===== config.mk =====
export PLATFORM = sky130hd
export DESIGN_NAME = dmcs_channel
export DESIGN_NICKNAME = d
export VERILOG_FILES = /design/src/dmcs_pkg.sv /design/src/dmcs_channel.sv /design/src/dmcs_plan.sv /design/src/dmcs_rate_meter.sv
export SDC_FILE = /design/constraint.sdc
export NUM_CORES = 1
export LEC_CHECK = 0
export ABC_AREA = 1
export BUFFER_PORTS_ARGS = -buffer_cell sky130_fd_sc_hd__buf_4
export CAP_MARGIN = 20
export CORE_MARGIN = 3
export CORE_UTILIZATION = 52
export CTS_CLUSTER_SIZE = 24
export DETAILED_ROUTE_END_ITERATION = 6
export PLACE_DENSITY = 0.78
export SKIP_CTS_REPAIR_TIMING = 1
export SLEW_MARGIN = 10
export SYNTH_ARGS = -nofsm -noshare
export SYNTH_HDL_FRONTEND = slang
export SYNTH_SLANG_ARGS = --single-unit

===== constraint.sdc =====
create_clock -name CLOCK -period 4.7 [get_ports CLOCK]
set_clock_uncertainty 0.05 [all_clocks]
set_input_delay 0.94 -clock CLOCK [delete_from_list [all_inputs] [get_ports CLOCK]]
set_output_delay 0.94 -clock CLOCK [all_outputs]
set_load 0.01 [all_outputs]

===== src/dmcs_pkg.sv =====
// Purpose: Shared constants for the channel sequencing and request block
// Assumes: 32-bit APB, word aligned registers
// Notes:   Field positions live here only; register reset values are literals in the channel
package dmcs_pkg;
  // ==========================================================
  // Register byte offsets
  localparam logic [7:0] OFS_CTRL  = 8'h00;
  localparam logic [7:0] OFS_STAT  = 8'h04;
  localparam logic [7:0] OFS_OPER  = 8'h08;
  localparam logic [7:0] OFS_SEQ   = 8'h0C;
  localparam logic [7:0] OFS_DEV   = 8'h10;
  localparam logic [7:0] OFS_GEN   = 8'h14;
  localparam logic [7:0] OFS_MPTR  = 8'h18;
  localparam logic [7:0] OFS_DPTR  = 8'h1C;
  localparam logic [7:0] OFS_MFC   = 8'h20;
  localparam logic [7:0] OFS_DFC   = 8'h24;
  localparam logic [7:0] OFS_MCNT  = 8'h28;
  // ==========================================================
  // Field positions
  localparam int OPER_DIR    = 0;  // 0 memory to device
  localparam int OPER_SIZE   = 1;  // [2:1]
  localparam int OPER_REQ    = 3;  // [4:3]
  localparam int OPER_SINGLE = 5;
  localparam int SEQ_MEM     = 0;  // [1:0]
  localparam int SEQ_DEV     = 2;  // [3:2]
  localparam int GEN_BURST   = 0;  // [1:0]
  localparam int GEN_RATIO   = 2;  // [3:2]
  // ==========================================================
  // Encodings and reset values
  localparam logic [1:0] SZ_BYTE   = 2'h0;
  localparam logic [1:0] SZ_WORD   = 2'h1;
  localparam logic [1:0] SZ_LONG   = 2'h2;
  localparam logic [1:0] STEP_NONE = 2'h0;
  localparam logic [1:0] STEP_INC  = 2'h1;
  localparam logic [1:0] STEP_DEC  = 2'h2;
  localparam logic [1:0] REQ_EXT   = 2'h0;
  localparam logic [1:0] REQ_AUTO  = 2'h1;
  localparam logic [1:0] REQ_MAX   = 2'h2;
  localparam logic [1:0] REQ_LIM   = 2'h3;
  localparam logic [31:0] RST_ZERO = 32'h0000_0000;
  localparam logic [11:0] BURST_BASE = 12'h010;  // 16 clocks
  typedef enum logic [1:0] {
    ST_IDLE  = 2'b00,
    ST_WAIT  = 2'b01,
    ST_READ  = 2'b10,
    ST_WRITE = 2'b11
  } dmcs_state_t;
endpackage : dmcs_pkg


===== src/dmcs_channel.sv =====
// Purpose: One DMA channel: request generation and address sequencing
// Assumes: APB register access, bus cycles run by an outside bus unit
// Notes:   Data path is not modelled, only its holding state
//
// Behaviour
// - Single address: RW high memory to device
// - Dual address: source pointer reads, destination writes
// - Each pointer incs, decs or holds independently
// - Single address: one or two cycles, step one, two or four
// - No memory stepping keeps one address
// - Dual address: two to six cycles per operand
// - Narrow side takes one, two or four cycles
// - Byte on 16-bit port packs two, doubled steps
// - 8-bit port steps device pointer two/four/eight
// - Non-stepping pointer still walks alternate bytes
// - Exception updates nothing, drops held data
// - Restart retries aborted operand from start
// - Counter decrements only after whole operand
// - Internal requests, dual address: no acknowledge
// - Request method chosen; auto-start first internal
// - Maximum rate requests until count exhausted
// - Count grant-acknowledge clocks per sample period
// - Quiet period opens burst window next period
// - Ratio code halves bandwidth per step
// - Burst 16 to 128, period up to 2048
module dmcs_channel
  import dmcs_pkg::*;
(
  input  wire logic        CLOCK,
  input  wire logic        RESET_N,
  input  wire logic        PSEL,
  input  wire logic        PENABLE,
  input  wire logic        PWRITE,
  input  wire logic [7:0]  PADDR,
  input  wire logic [31:0] PWDATA,
  output logic      [31:0] PRDATA,
  output logic             PREADY,
  output logic             PSLVERR,
  input  wire logic        REQ_IN,
  input  wire logic        BUS_GRANT_ACK_IN,
  output logic             CYC_VALID,
  output logic      [23:0] CYC_ADDR,
  output logic      [2:0]  CYC_FC,
  output logic             CYC_RW,
  output logic             CYC_WORD,
  output logic             CYC_ACK,
  input  wire logic        CYC_DONE,
  input  wire logic        CYC_ERR
);
  // ==========================================================
  // Register file
  logic [5:0]  operation_control_reg;
  logic [3:0]  sequence_control_reg;
  logic        device_control_reg;
  logic [3:0]  general_control_reg;
  logic [2:0]  memory_function_code_reg;
  logic [2:0]  device_function_code_reg;
  logic [23:0] memory_address_pointer;
  logic [23:0] device_address_pointer;
  logic [15:0] memory_transfer_counter;
  logic        active_reg;
  logic        done_reg;
  logic        error_reg;
  logic        first_reg;
  logic        hold_reg;
  logic        pack_reg;
  logic [2:0]  part_reg;
  logic [2:0]  cyc_cnt_reg;
  logic [31:0] prdata_reg;
  dmcs_state_t state_reg;

  logic        wr_acc;
  logic        rd_setup;
  logic        start;
  logic        dir_m2d;
  logic        single;
  logic [1:0]  op_size;
  logic [1:0]  req_mode;
  logic        internal;
  logic        allow;
  logic        request;
  logic        pack_ok;
  logic [2:0]  mem_parts;
  logic [2:0]  dev_parts;
  logic [3:0]  mem_step;
  logic [3:0]  dev_step;
  logic        use_mem;
  logic [2:0]  phase_parts;
  logic        last_part;
  logic        op_end;
  logic [15:0] unit;

  // Field views
  assign dir_m2d  = !operation_control_reg[OPER_DIR];
  assign op_size  = operation_control_reg[OPER_SIZE +: 2];
  assign req_mode = operation_control_reg[OPER_REQ +: 2];
  assign single   = operation_control_reg[OPER_SINGLE];
  assign internal = (req_mode == REQ_MAX) || (req_mode == REQ_LIM);

  // ==========================================================
  // APB slave: zero wait states, read data caught in setup
  assign PREADY   = 1'b1;
  assign PRDATA   = prdata_reg;
  assign wr_acc   = PSEL && PENABLE && PWRITE;
  assign rd_setup = PSEL && !PENABLE && !PWRITE;
  assign start    = wr_acc && PADDR == OFS_CTRL && PWDATA[0] && !active_reg;

  // Unmapped or misaligned addresses answer with an error
  always_comb
  begin
    PSLVERR = PSEL && PENABLE && (PADDR[1:0] != 2'b00 || PADDR > OFS_MCNT);
  end

  // Read mux
  always_ff @(posedge CLOCK)
  begin
    if (!RESET_N)
      prdata_reg <= RST_ZERO;
    else if (rd_setup)
    begin
      case (PADDR)
        OFS_STAT: prdata_reg <= {29'h0, error_reg, done_reg, active_reg};
        OFS_OPER: prdata_reg <= {26'h0, operation_control_reg};
        OFS_SEQ:  prdata_reg <= {28'h0, sequence_control_reg};
        OFS_DEV:  prdata_reg <= {31'h0, device_control_reg};
        OFS_GEN:  prdata_reg <= {28'h0, general_control_reg};
        OFS_MPTR: prdata_reg <= {8'h00, memory_address_pointer};
        OFS_DPTR: prdata_reg <= {8'h00, device_address_pointer};
        OFS_MFC:  prdata_reg <= {29'h0, memory_function_code_reg};
        OFS_DFC:  prdata_reg <= {29'h0, device_function_code_reg};
        OFS_MCNT: prdata_reg <= {16'h0000, memory_transfer_counter};
        default:  prdata_reg <= RST_ZERO;
      endcase
    end
  end

  // Setup registers; locked while the channel runs, rate always open
  always_ff @(posedge CLOCK)
  begin
    if (!RESET_N)
    begin
      operation_control_reg    <= 6'h00;
      sequence_control_reg     <= 4'h0;
      device_control_reg       <= 1'b0;
      general_control_reg      <= 4'h0;
      memory_function_code_reg <= 3'h0;
      device_function_code_reg <= 3'h0;
    end
    else if (wr_acc)
    begin
      if (PADDR == OFS_GEN)
        general_control_reg <= PWDATA[3:0];
      if (!active_reg)
      begin
        case (PADDR)
          OFS_OPER: operation_control_reg    <= PWDATA[5:0];
          OFS_SEQ:  sequence_control_reg     <= PWDATA[3:0];
          OFS_DEV:  device_control_reg       <= PWDATA[0];
          OFS_MFC:  memory_function_code_reg <= PWDATA[2:0];
          OFS_DFC:  device_function_code_reg <= PWDATA[2:0];
          default:  ;
        endcase
      end
    end
  end

  // ==========================================================
  // Request generation
  dmcs_rate_meter u_rate (
    .clk   (CLOCK),
    .rst_n (RESET_N),
    .grant_ack  (BUS_GRANT_ACK_IN),
    .burst_code (general_control_reg[GEN_BURST +: 2]),
    .ratio_code (general_control_reg[GEN_RATIO +: 2]),
    .allow      (allow)
  );

  // Method select; auto-start makes only its first request itself
  always_comb
  begin
    case (req_mode)
      REQ_EXT:  request = REQ_IN;
      REQ_AUTO: request = first_reg || REQ_IN;
      REQ_MAX:  request = 1'b1;
      REQ_LIM:  request = allow;
      default:  request = 1'b0;
    endcase
  end

  // ==========================================================
  // Operand planning; packing needs even pointers stepping up
  assign pack_ok = !single && device_control_reg && op_size == SZ_BYTE && internal
                   && memory_transfer_counter >= 16'd2 && !memory_address_pointer[0]
                   && !device_address_pointer[0]
                   && sequence_control_reg[SEQ_MEM +: 2] == STEP_INC
                   && sequence_control_reg[SEQ_DEV +: 2] == STEP_INC;

  dmcs_plan u_plan (
    .size      (1'b0),
    .op_size   (op_size),
    .port16    (device_control_reg),
    .single    (single),
    .pair_mode (pack_reg),
    .mem_parts (mem_parts),
    .dev_parts (dev_parts),
    .mem_step  (mem_step),
    .dev_step  (dev_step)
  );

  // Source pointer in read phase, destination in write phase
  assign use_mem     = single || ((state_reg == ST_READ) == dir_m2d);
  assign phase_parts = use_mem ? mem_parts : dev_parts;
  assign last_part   = (part_reg == phase_parts - 3'd1);
  assign op_end      = CYC_VALID && CYC_DONE && last_part
                       && (single || state_reg == ST_WRITE);
  assign unit        = pack_reg ? 16'd2 : 16'd1;

  // ==========================================================
  // Bus cycle outputs
  always_comb
  begin
    CYC_VALID = (state_reg == ST_READ) || (state_reg == ST_WRITE);
    // Parts always sit two bytes apart, even for a still pointer
    CYC_ADDR  = (use_mem ? memory_address_pointer : device_address_pointer)
                + {20'h00000, part_reg, 1'b0};
    CYC_FC    = use_mem ? memory_function_code_reg : device_function_code_reg;
    if (single)
      CYC_RW = dir_m2d;
    else
      CYC_RW = (state_reg == ST_READ);
    CYC_WORD  = pack_reg || (op_size != SZ_BYTE && (use_mem || device_control_reg));
    // Device gets acknowledge on every single address cycle, in dual only on its own side under external or auto-start requests
    CYC_ACK   = CYC_VALID && (single || (!use_mem && !internal));
  end

  // ==========================================================
  // Sequencer
  always_ff @(posedge CLOCK)
  begin
    if (!RESET_N)
    begin
      state_reg <= ST_IDLE;
      part_reg  <= 3'd0;
      pack_reg  <= 1'b0;
    end
    else
    begin
      case (state_reg)
        ST_IDLE:
          if (start)
            state_reg <= ST_WAIT;
        ST_WAIT:
          if (request)
          begin
            // Every operand starts at part zero, also after a retry
            state_reg <= ST_READ;
            part_reg  <= 3'd0;
            pack_reg  <= pack_ok;
          end
        ST_READ, ST_WRITE:
          if (CYC_ERR)
            state_reg <= ST_IDLE;
          else if (CYC_DONE && !last_part)
            part_reg <= part_reg + 3'd1;
          else if (CYC_DONE && (single || state_reg == ST_WRITE))
            state_reg <= (memory_transfer_counter == unit) ? ST_IDLE : ST_WAIT;
          else if (CYC_DONE)
          begin
            state_reg <= ST_WRITE;
            part_reg  <= 3'd0;
          end
        default:
          state_reg <= ST_IDLE;
      endcase
    end
  end

  // Channel status; auto-start first request spent on first operand
  always_ff @(posedge CLOCK)
  begin
    if (!RESET_N)
    begin
      active_reg <= 1'b0;
      done_reg   <= 1'b0;
      error_reg  <= 1'b0;
      first_reg  <= 1'b0;
    end
    else if (start)
    begin
      active_reg <= memory_transfer_counter != 16'h0000;
      done_reg   <= 1'b0;
      error_reg  <= 1'b0;
      first_reg  <= 1'b1;
    end
    else
    begin
      if (state_reg == ST_WAIT && request)
        first_reg <= 1'b0;
      if (CYC_VALID && CYC_ERR)
      begin
        active_reg <= 1'b0;
        error_reg  <= 1'b1;
      end
      else if (op_end && memory_transfer_counter == unit)
      begin
        active_reg <= 1'b0;
        done_reg   <= 1'b1;
      end
    end
  end

  // Holding register state: filled after reads, lost on bus error
  always_ff @(posedge CLOCK)
  begin
    if (!RESET_N || (CYC_VALID && CYC_ERR) || op_end)
      hold_reg <= 1'b0;
    else if (state_reg == ST_READ && CYC_DONE && last_part && !single)
      hold_reg <= 1'b1;
  end

  // Pointers and counter move only on a whole, clean operand
  always_ff @(posedge CLOCK)
  begin
    if (!RESET_N)
    begin
      memory_address_pointer  <= 24'h00_0000;
      device_address_pointer  <= 24'h00_0000;
      memory_transfer_counter <= 16'h0000;
    end
    else if (wr_acc && !active_reg)
    begin
      if (PADDR == OFS_MPTR)
        memory_address_pointer <= PWDATA[23:0];
      if (PADDR == OFS_DPTR)
        device_address_pointer <= PWDATA[23:0];
      if (PADDR == OFS_MCNT)
        memory_transfer_counter <= PWDATA[15:0];
    end
    else if (op_end && !CYC_ERR)
    begin
      memory_transfer_counter <= memory_transfer_counter - unit;
      case (sequence_control_reg[SEQ_MEM +: 2])
        STEP_INC: memory_address_pointer <= memory_address_pointer + {20'h00000, mem_step};
        STEP_DEC: memory_address_pointer <= memory_address_pointer - {20'h00000, mem_step};
        default:  ;
      endcase
      if (!single)
      begin
        case (sequence_control_reg[SEQ_DEV +: 2])
          STEP_INC: device_address_pointer <= device_address_pointer + {20'h00000, dev_step};
          STEP_DEC: device_address_pointer <= device_address_pointer - {20'h00000, dev_step};
          default:  ;
        endcase
      end
    end
  end

  // Bus cycles run for the current operand, checked below
  always_ff @(posedge CLOCK)
  begin
    if (!RESET_N || state_reg == ST_WAIT)
      cyc_cnt_reg <= 3'd0;
    else if (CYC_VALID && CYC_DONE && cyc_cnt_reg != 3'd7)
      cyc_cnt_reg <= cyc_cnt_reg + 3'd1;
  end
endmodule : dmcs_channel


===== src/dmcs_plan.sv =====
// Purpose: Bus cycle counts and pointer steps per operand
// Assumes: Memory side is 16 bits wide
// Notes:   Pure combinational decode
module dmcs_plan
  import dmcs_pkg::*;
(
  input  wire logic       size,
  input  wire logic [1:0] op_size,
  input  wire logic       port16,
  input  wire logic       single,
  input  wire logic       pair_mode,
  output logic [2:0]      mem_parts,
  output logic [2:0]      dev_parts,
  output logic [3:0]      mem_step,
  output logic [3:0]      dev_step
);
  // ==========================================================
  // Parts and steps by operand and port size
  always_comb
  begin
    mem_parts = (op_size == SZ_LONG) ? 3'd2 : 3'd1;
    mem_step  = (op_size == SZ_LONG) ? 4'd4 : (op_size == SZ_WORD) ? 4'd2 : 4'd1;
    if (port16)
    begin
      dev_parts = mem_parts;
      dev_step  = mem_step;
    end
    else
    begin
      dev_parts = (op_size == SZ_LONG) ? 3'd4 : (op_size == SZ_WORD) ? 3'd2 : 3'd1;
      dev_step  = mem_step << 1;
    end
    if (single)
      dev_parts = 3'd0;
    if (pair_mode)
    begin
      mem_step = mem_step << 1;
      dev_step = dev_step << 1;
    end
    if (size)
      mem_parts = mem_parts;
  end
endmodule : dmcs_plan


===== src/dmcs_rate_meter.sv =====
// Purpose: Limited-rate request window from bus grant activity
// Assumes: One clock, grant acknowledge sampled synchronously
// Notes:   Window opens only if last period was quiet enough
module dmcs_rate_meter
  import dmcs_pkg::*;
(
  input  wire logic       clk,
  input  wire logic       rst_n,
  input  wire logic       grant_ack,
  input  wire logic [1:0] burst_code,
  input  wire logic [1:0] ratio_code,
  output logic            allow
);
  logic [11:0] period_reg;
  logic [11:0] busy_reg;
  logic        ok_reg;
  logic [11:0] burst;
  logic [11:0] period_len;
  logic        boundary;

  // ==========================================================
  // Burst and sample period lengths
  assign burst      = BURST_BASE << burst_code;
  assign period_len = burst << ({1'b0, ratio_code} + 3'd1);
  assign boundary   = (period_reg == period_len - 12'd1);
  assign allow      = ok_reg && (period_reg < burst);

  // Period position, cleared at each boundary
  always_ff @(posedge clk)
  begin
    if (!rst_n || boundary)
      period_reg <= 12'h000;
    else
      period_reg <= period_reg + 12'd1;
  end

  // Busy clocks by any master, ourselves included
  always_ff @(posedge clk)
  begin
    if (!rst_n || boundary)
      busy_reg <= 12'h000;
    else if (grant_ack)
      busy_reg <= busy_reg + 12'd1;
  end

  // Verdict for the next period; a busy last clock counts too
  always_ff @(posedge clk)
  begin
    if (!rst_n)
      ok_reg <= 1'b1;
    else if (boundary)
      ok_reg <= (busy_reg + {11'h000, grant_ack}) < burst;
  end
endmodule : dmcs_rate_meter


-- Word level (Yosys, flattened, before mapping)
Index checks and enable logic that the tools add are counted.
- $add $sub $neg: 13
- order comparisons: 4
- eq/ne operators: 37
- shift operators: 2
- mux-type cells: 48
- bitwise operators: 3
- reduce and logical (&&, ||, !) cells: 80
- operators by type and width (operator ; count):
    one-hot mux 24 bit (10 select lines) ; 1
    2-to-1 mux 24 bit ; 8
    one-hot mux 24 bit (2 select lines) ; 2
    adder 24 x 4 -> 24 bit ; 3
    2-to-1 mux 16 bit ; 3
    subtractor 24 x 4 -> 24 bit ; 2
    == test 8 x 5 -> 1 bit, second input constant ; 4
    logical AND 1 bit ; 30
    2-to-1 mux 3 bit ; 10
    adder 12 x 1 -> 12 bit, second input constant ; 2
    == test 8 x 6 -> 1 bit, second input constant ; 3
    < comparator 12 bit ; 2
    2-to-1 mux 2 bit ; 10
    AND reduction 3 bit ; 6
    == test 16 x 2 -> 1 bit ; 1
    == test 8 x 4 -> 1 bit, second input constant ; 2
    greater-or-equal comparator 16 x 2 -> 1 bit, second input constant ; 1
    2-to-1 mux 4 bit ; 4
    nonzero test 16 bit ; 1
    subtractor 16 x 2 -> 16 bit ; 1
    == test 2 bit, second input constant ; 7
    adder 12 x 1 -> 12 bit ; 1
    == test 12 bit ; 1
    zero test 1 bit ; 12
    other kinds (29) ; 70
- bits in registers: 152
- output and inout port bits: 65
- word-level logic and storage cells: 207

-- Longest topological paths before layout
- depth in word-level cells: 14
- mapped depth: 25
- mapped depth without buffers: 24

-- By module
A second synthesis with hierarchy kept.
- cell total of the unflattened synthesis: 2093
- area, all modules: 12741.0 µm²
- by module, submodules not included (module ; instances ; cells each ; area each (µm²)):
    dmcs_channel ; 1 ; 1761 ; 10525.1
    dmcs_rate_meter ; 1 ; 291 ; 2009.4
    dmcs_plan ; 1 ; 41 ; 206.4

-- Least setup slack after synthesis
Ideal clock, no wire load.
- path type: register to output
- start: register state_reg[1]
- end: output port CYC_ADDR[17]
- arrival time: 2.906 ns
- slack: 0.804 ns
- cell stages (with the launch flop): 22
- path buffers: 6
- cells stage by stage: dfxtp_1 -> buf_6 -> nand2_2 -> nand2_2 -> nand3_4 -> buf_6 -> buf_6 -> buf_6 -> buf_2 -> clkbuf_1 -> o21ai_0 -> ha_1 -> fa_1 -> nand2_1 -> nand2_1 -> nand2_1 -> nor2_2 -> nand2_2 -> nor2_4 -> nand2_2 -> nor2_2 -> xor2_1
- cells in the longest elaborated chain, start to end: 5
- ends and longest elaborated chain (item ; line ; source):
    start: declaration ; dmcs_channel.sv:70 ; dmcs_state_t state_reg;
    start signal: assignment ; dmcs_channel.sv:266 ; state_reg <= (memory_transfer_counter == unit) ? ST_IDLE : ST_WAIT;
    == test 2 bit ; dmcs_channel.sv:211 ; assign use_mem = single || ((state_reg == ST_READ) == dir_m2d);
    == test 1 bit ; dmcs_channel.sv:211 ;
    logical OR 1 bit ; dmcs_channel.sv:211 ;
    2-to-1 mux 24 bit ; dmcs_channel.sv:224 ; CYC_ADDR = (use_mem ? memory_address_pointer : device_address_pointer)
    adder 24 x 4 -> 24 bit ; dmcs_channel.sv:225 ; + {20'h00000, part_reg, 1'b0};
    end: declaration ; dmcs_channel.sv:42 ; output logic [23:0] CYC_ADDR,
Every way passes these cells.

-- Final worst setup path
- start: register operation_control_reg[0]
- end: output port CYC_ADDR[17]
- cells in the longest elaborated chain, start to end: 5
- ends and longest elaborated chain (item ; line ; source):
    start: declaration ; dmcs_channel.sv:52 ; logic [5:0] operation_control_reg;
    start signal: assignment ; dmcs_channel.sv:156 ; OFS_OPER: operation_control_reg <= PWDATA[5:0];
    zero test 1 bit ; dmcs_channel.sv:94 ; assign dir_m2d = !operation_control_reg[OPER_DIR];
    == test 1 bit ; dmcs_channel.sv:211 ;
    logical OR 1 bit ; dmcs_channel.sv:211 ;
    2-to-1 mux 24 bit ; dmcs_channel.sv:224 ;
    adder 24 x 4 -> 24 bit ; dmcs_channel.sv:225 ;
Every way passes these cells.

==> run_results.csv <==
group,metric,value,unit
critical_path,max_stage_delay,0.45,ns
floorplan,start_util,53.0,%
global_route,grt_use_total,30.1,%
synth,ys_types,51,
synth,synth_cells,2068,
detailed_routing,drtIter0Drc,1266,
synth,avgSynthCellArea,6.03,sq um
clocking,clock-root-buffer,"clkbuf_16",
placed_design,port_buffers,96,
detailed_routing,first_pass_iters,6,
power,power.switching,0.976,mW
floorplan,dieWidth,161,um
global_route,grt_pass1_wl,63100,um
run,max_cap_violations,0,
global_route,gr-usage-met1,39.5,%
floorplan,dieArea,25900,sq um
critical_path,cp-end-kind,"primary output",
critical_path,required,3.71,ns
placed_design,gp_congestion,1.00,
clocking,htreeDepth,4,
detailed_routing,antenna_left,0,
global_route,grt_antenna_before_repair,0,
synth,ys_ff_latch,144,
detailed_routing,routedWlPerCell,16.3,um
sta,worst_pin_slew,0.878,ns
power,p_leak,6.56,nW
synth,synth-seq-area-share,23.1,%
sta,period_needed,4.47,ns
sta,slew_headroom,41.5,%
clocking,clock_latency,0.45,ns
critical_path,worst-path-buf-inv,2,
layout,fillCellCount,2294,
detailed_routing,routed_wl,40100,um
clocking,clockBufferDepth,2,
layout,layout-drive-gt1-share,9.49,%
sta,finalHoldViolations,0,
layout,multi_input_area,8340,sq um
floorplan,std_cell_rows,56,
placed_design,post-dp-hpwl,31200,um
floorplan,core_area,23500,sq um
synth,ys.flop_type,"dfxtp_1",
detailed_routing,route.detailed.drc,0,
floorplan,die_h,161,um
critical_path,path_cells,"inv_1, nand3_2, nand3_4, o21ai_0, fa_1, nand2_1, nand2_1, nand2_1, nor2_2, nand2_2, nor2_4, nand2_2, nor2_2, xor2_1, buf_4",
sta,fmax,224,MHz
power,p_total,3.13,mW
sta,finalCritPeriodShare,95.1,%
clocking,cts_tree,"yes",
power,p_clk_share,44.0,%
power,power_frac_seq,39.7,%
power,powerDensity,226,nW/um^2
global_route,busiest_layer,"met2",
global_route,grt_pass1_vias,12300,
critical_path,worstPathArrival,3.48,ns
layout,final_cell_mix,"nand2_1 (552), nor2_1 (282), inv_1 (223)",
global_route,met3_usage,3.59,%
critical_path,worst-setup-path-type,"reg2out",
critical_path,crit_slowest_cell,"dfxtp_1",
placed_design,place_inst,2426,
power,pwr-share-comb,16.3,%
layout,area_delta_synth_final,11.1,%
sta,rsz0062_at_grt,"no",
global_route,grt_start_max_net_pins,73,
global_route,grt_use_met2,48.7,%
clocking,cts_sinks,144,
synth,syn_area,12500,sq um
layout,nNetsFinal,2254,
critical_path,start_kind,"register",
detailed_routing,routed-via-count,13700,
sta,setup_violations,0,
detailed_routing,vias_per_cell,5.57,
clocking,cts_buffers,17,
critical_path,crit_family,"simple AND/OR/NAND/NOR gates",
layout,final_core_util,58.9,%
sta,final_max_slew_viol_count,0,
power,p_int,2.15,mW
layout,diodes,0,
synth,synth-edff-count,0,
synth,async_reset_ff_share,0,%
synth,ys_warn_count,0,
global_route,grt_overflow,0,
clocking,path_clk_slew,0.07,ns
floorplan,io_pins,114,
layout,mostFrequentLayoutCell,"nand2_1",
power,ir_drop,0.211,mV
layout,final-seq-area,2880,sq um
outcome,status,"finished clean",
sta,finalSetupTns,0,ns
layout,layoutNonFillerInstCount,2458,
critical_path,cpMostUsedCell,"nand2_1",
worst_hold_path,hold_path.class,"reg2reg",
critical_path,crit_fanout,19,
power,swShare,31.2,%
[path summary, 6_finish.rpt]
| path | startpoint | end | slack, ns | cells past startpoint |
|---|---|---|---|---|
| max | operation_control_reg[0] | CYC_ADDR[17] | 0.23 | 15 |
| min reg2reg | u_rate.period_reg[0] | u_rate.period_reg[0] | 0.40 | 1 |
| min | u_rate.period_reg[0] | u_rate.period_reg[0] | 0.40 | 1 |
| max reg2reg | operation_control_reg[1] | device_address_pointer[16] | 0.89 | 23 |
[worst reg2reg max path: stages (launching register included)]
cell and delay, ns:
dfxtp_1 0.37, inv_1 0.12, ha_1 0.37, nand2_1 0.11, o21ai_0 0.08, nand2_1 0.06
nand2_1 0.10, nor3b_1 0.27, ha_1 0.29, a21oi_1 0.17, ha_1 0.32, a21oi_1 0.23
nand2_1 0.16, nand2_1 0.11, nand2_1 0.13, nand2_1 0.09, nand2_1 0.12, nand2_1 0.10
nand2_1 0.07, nand2_1 0.06, nand2_1 0.04, o21ai_0 0.16, a21oi_1 0.06, nor2_1 0.11
[power groups by stage]
| stage | clock (mW) | combinational (mW) | sequential [mW] |
|---|---|---|---|
| floorplan | 0 | 0.376 | 1.26 |
| global placement | 0 | 0.489 | 1.27 |
| detailed placement | 0 | 0.498 | 1.27 |
| CTS | 1.38 | 0.502 | 1.24 |
| global route | 1.43 | 0.569 | 1.24 |
| finish | 1.38 | 0.509 | 1.24 |
[logic make-up after synthesis]
group / Yosys count / synth area share, %
flops: 144 / 23.1
simple gates: 1104 / 37.7
fa+ha+maj: 79 / 8.16
compound gates: 374 / 16.6
xor+xnor: 58 / 4.07
other cells: 2 / 0.0602
buf+inv: 307 / 10.4
[routing by layer]
metal | routed length [um] | share of wire [%]
met1 | 17200 | 43
met2 | 18100 | 45
met3 | 2570 | 6.4
met4 | 2190 | 5.5
met5 | 0 | 0
[cell type report]
class                      instances  area share, %
multi-input combinational       1624           60.2
sequential                       144           20.8
inverter                         234           6.33
timing repair buffer             105           5.68
clock buffer                      17           3.07
tap                              319           2.88
clock inverter                    15           1.08
[stage by stage]
| step | setup slack, ns | area, sq um | hold WS, ns |
|---|---|---|---|
| after global routing | 0.0221 | 13900 | 0.422 |
| final | 0.231 | 13900 | 0.403 |
| after global placement | 0.846 | 13300 | 0.383 |
| after floorplan | 0.804 | 12500 | 0.368 |
| after detailed placement | 0.748 | 13300 | 0.391 |
| after CTS | 0.261 | 13900 | 0.407 |
[cells in the mapped netlist (13+ instances only)]
| library cell | count | area share (%) |
|---|---|---|
| nand3_1 | 147 | 5.9 |
| dfxtp_1 | 144 | 23 |
| a21oi_1 | 154 | 6.2 |
| o21ai_2 | 13 | 0.91 |
| xor2_1 | 39 | 2.7 |
| ha_1 | 75 | 7.5 |
| nor2_1 | 283 | 8.5 |
| xnor2_1 | 19 | 1.3 |
| o22ai_1 | 22 | 1.1 |
| nand2_1 | 552 | 17 |
| nor3_1 | 28 | 1.1 |
| inv_1 | 223 | 6.7 |
| buf_2 | 13 | 0.52 |
| nand4_1 | 35 | 1.8 |
| clkbuf_1 | 32 | 0.96 |
| o21ai_0 | 135 | 5.4 |
Power figures use the tool's default switching activity.
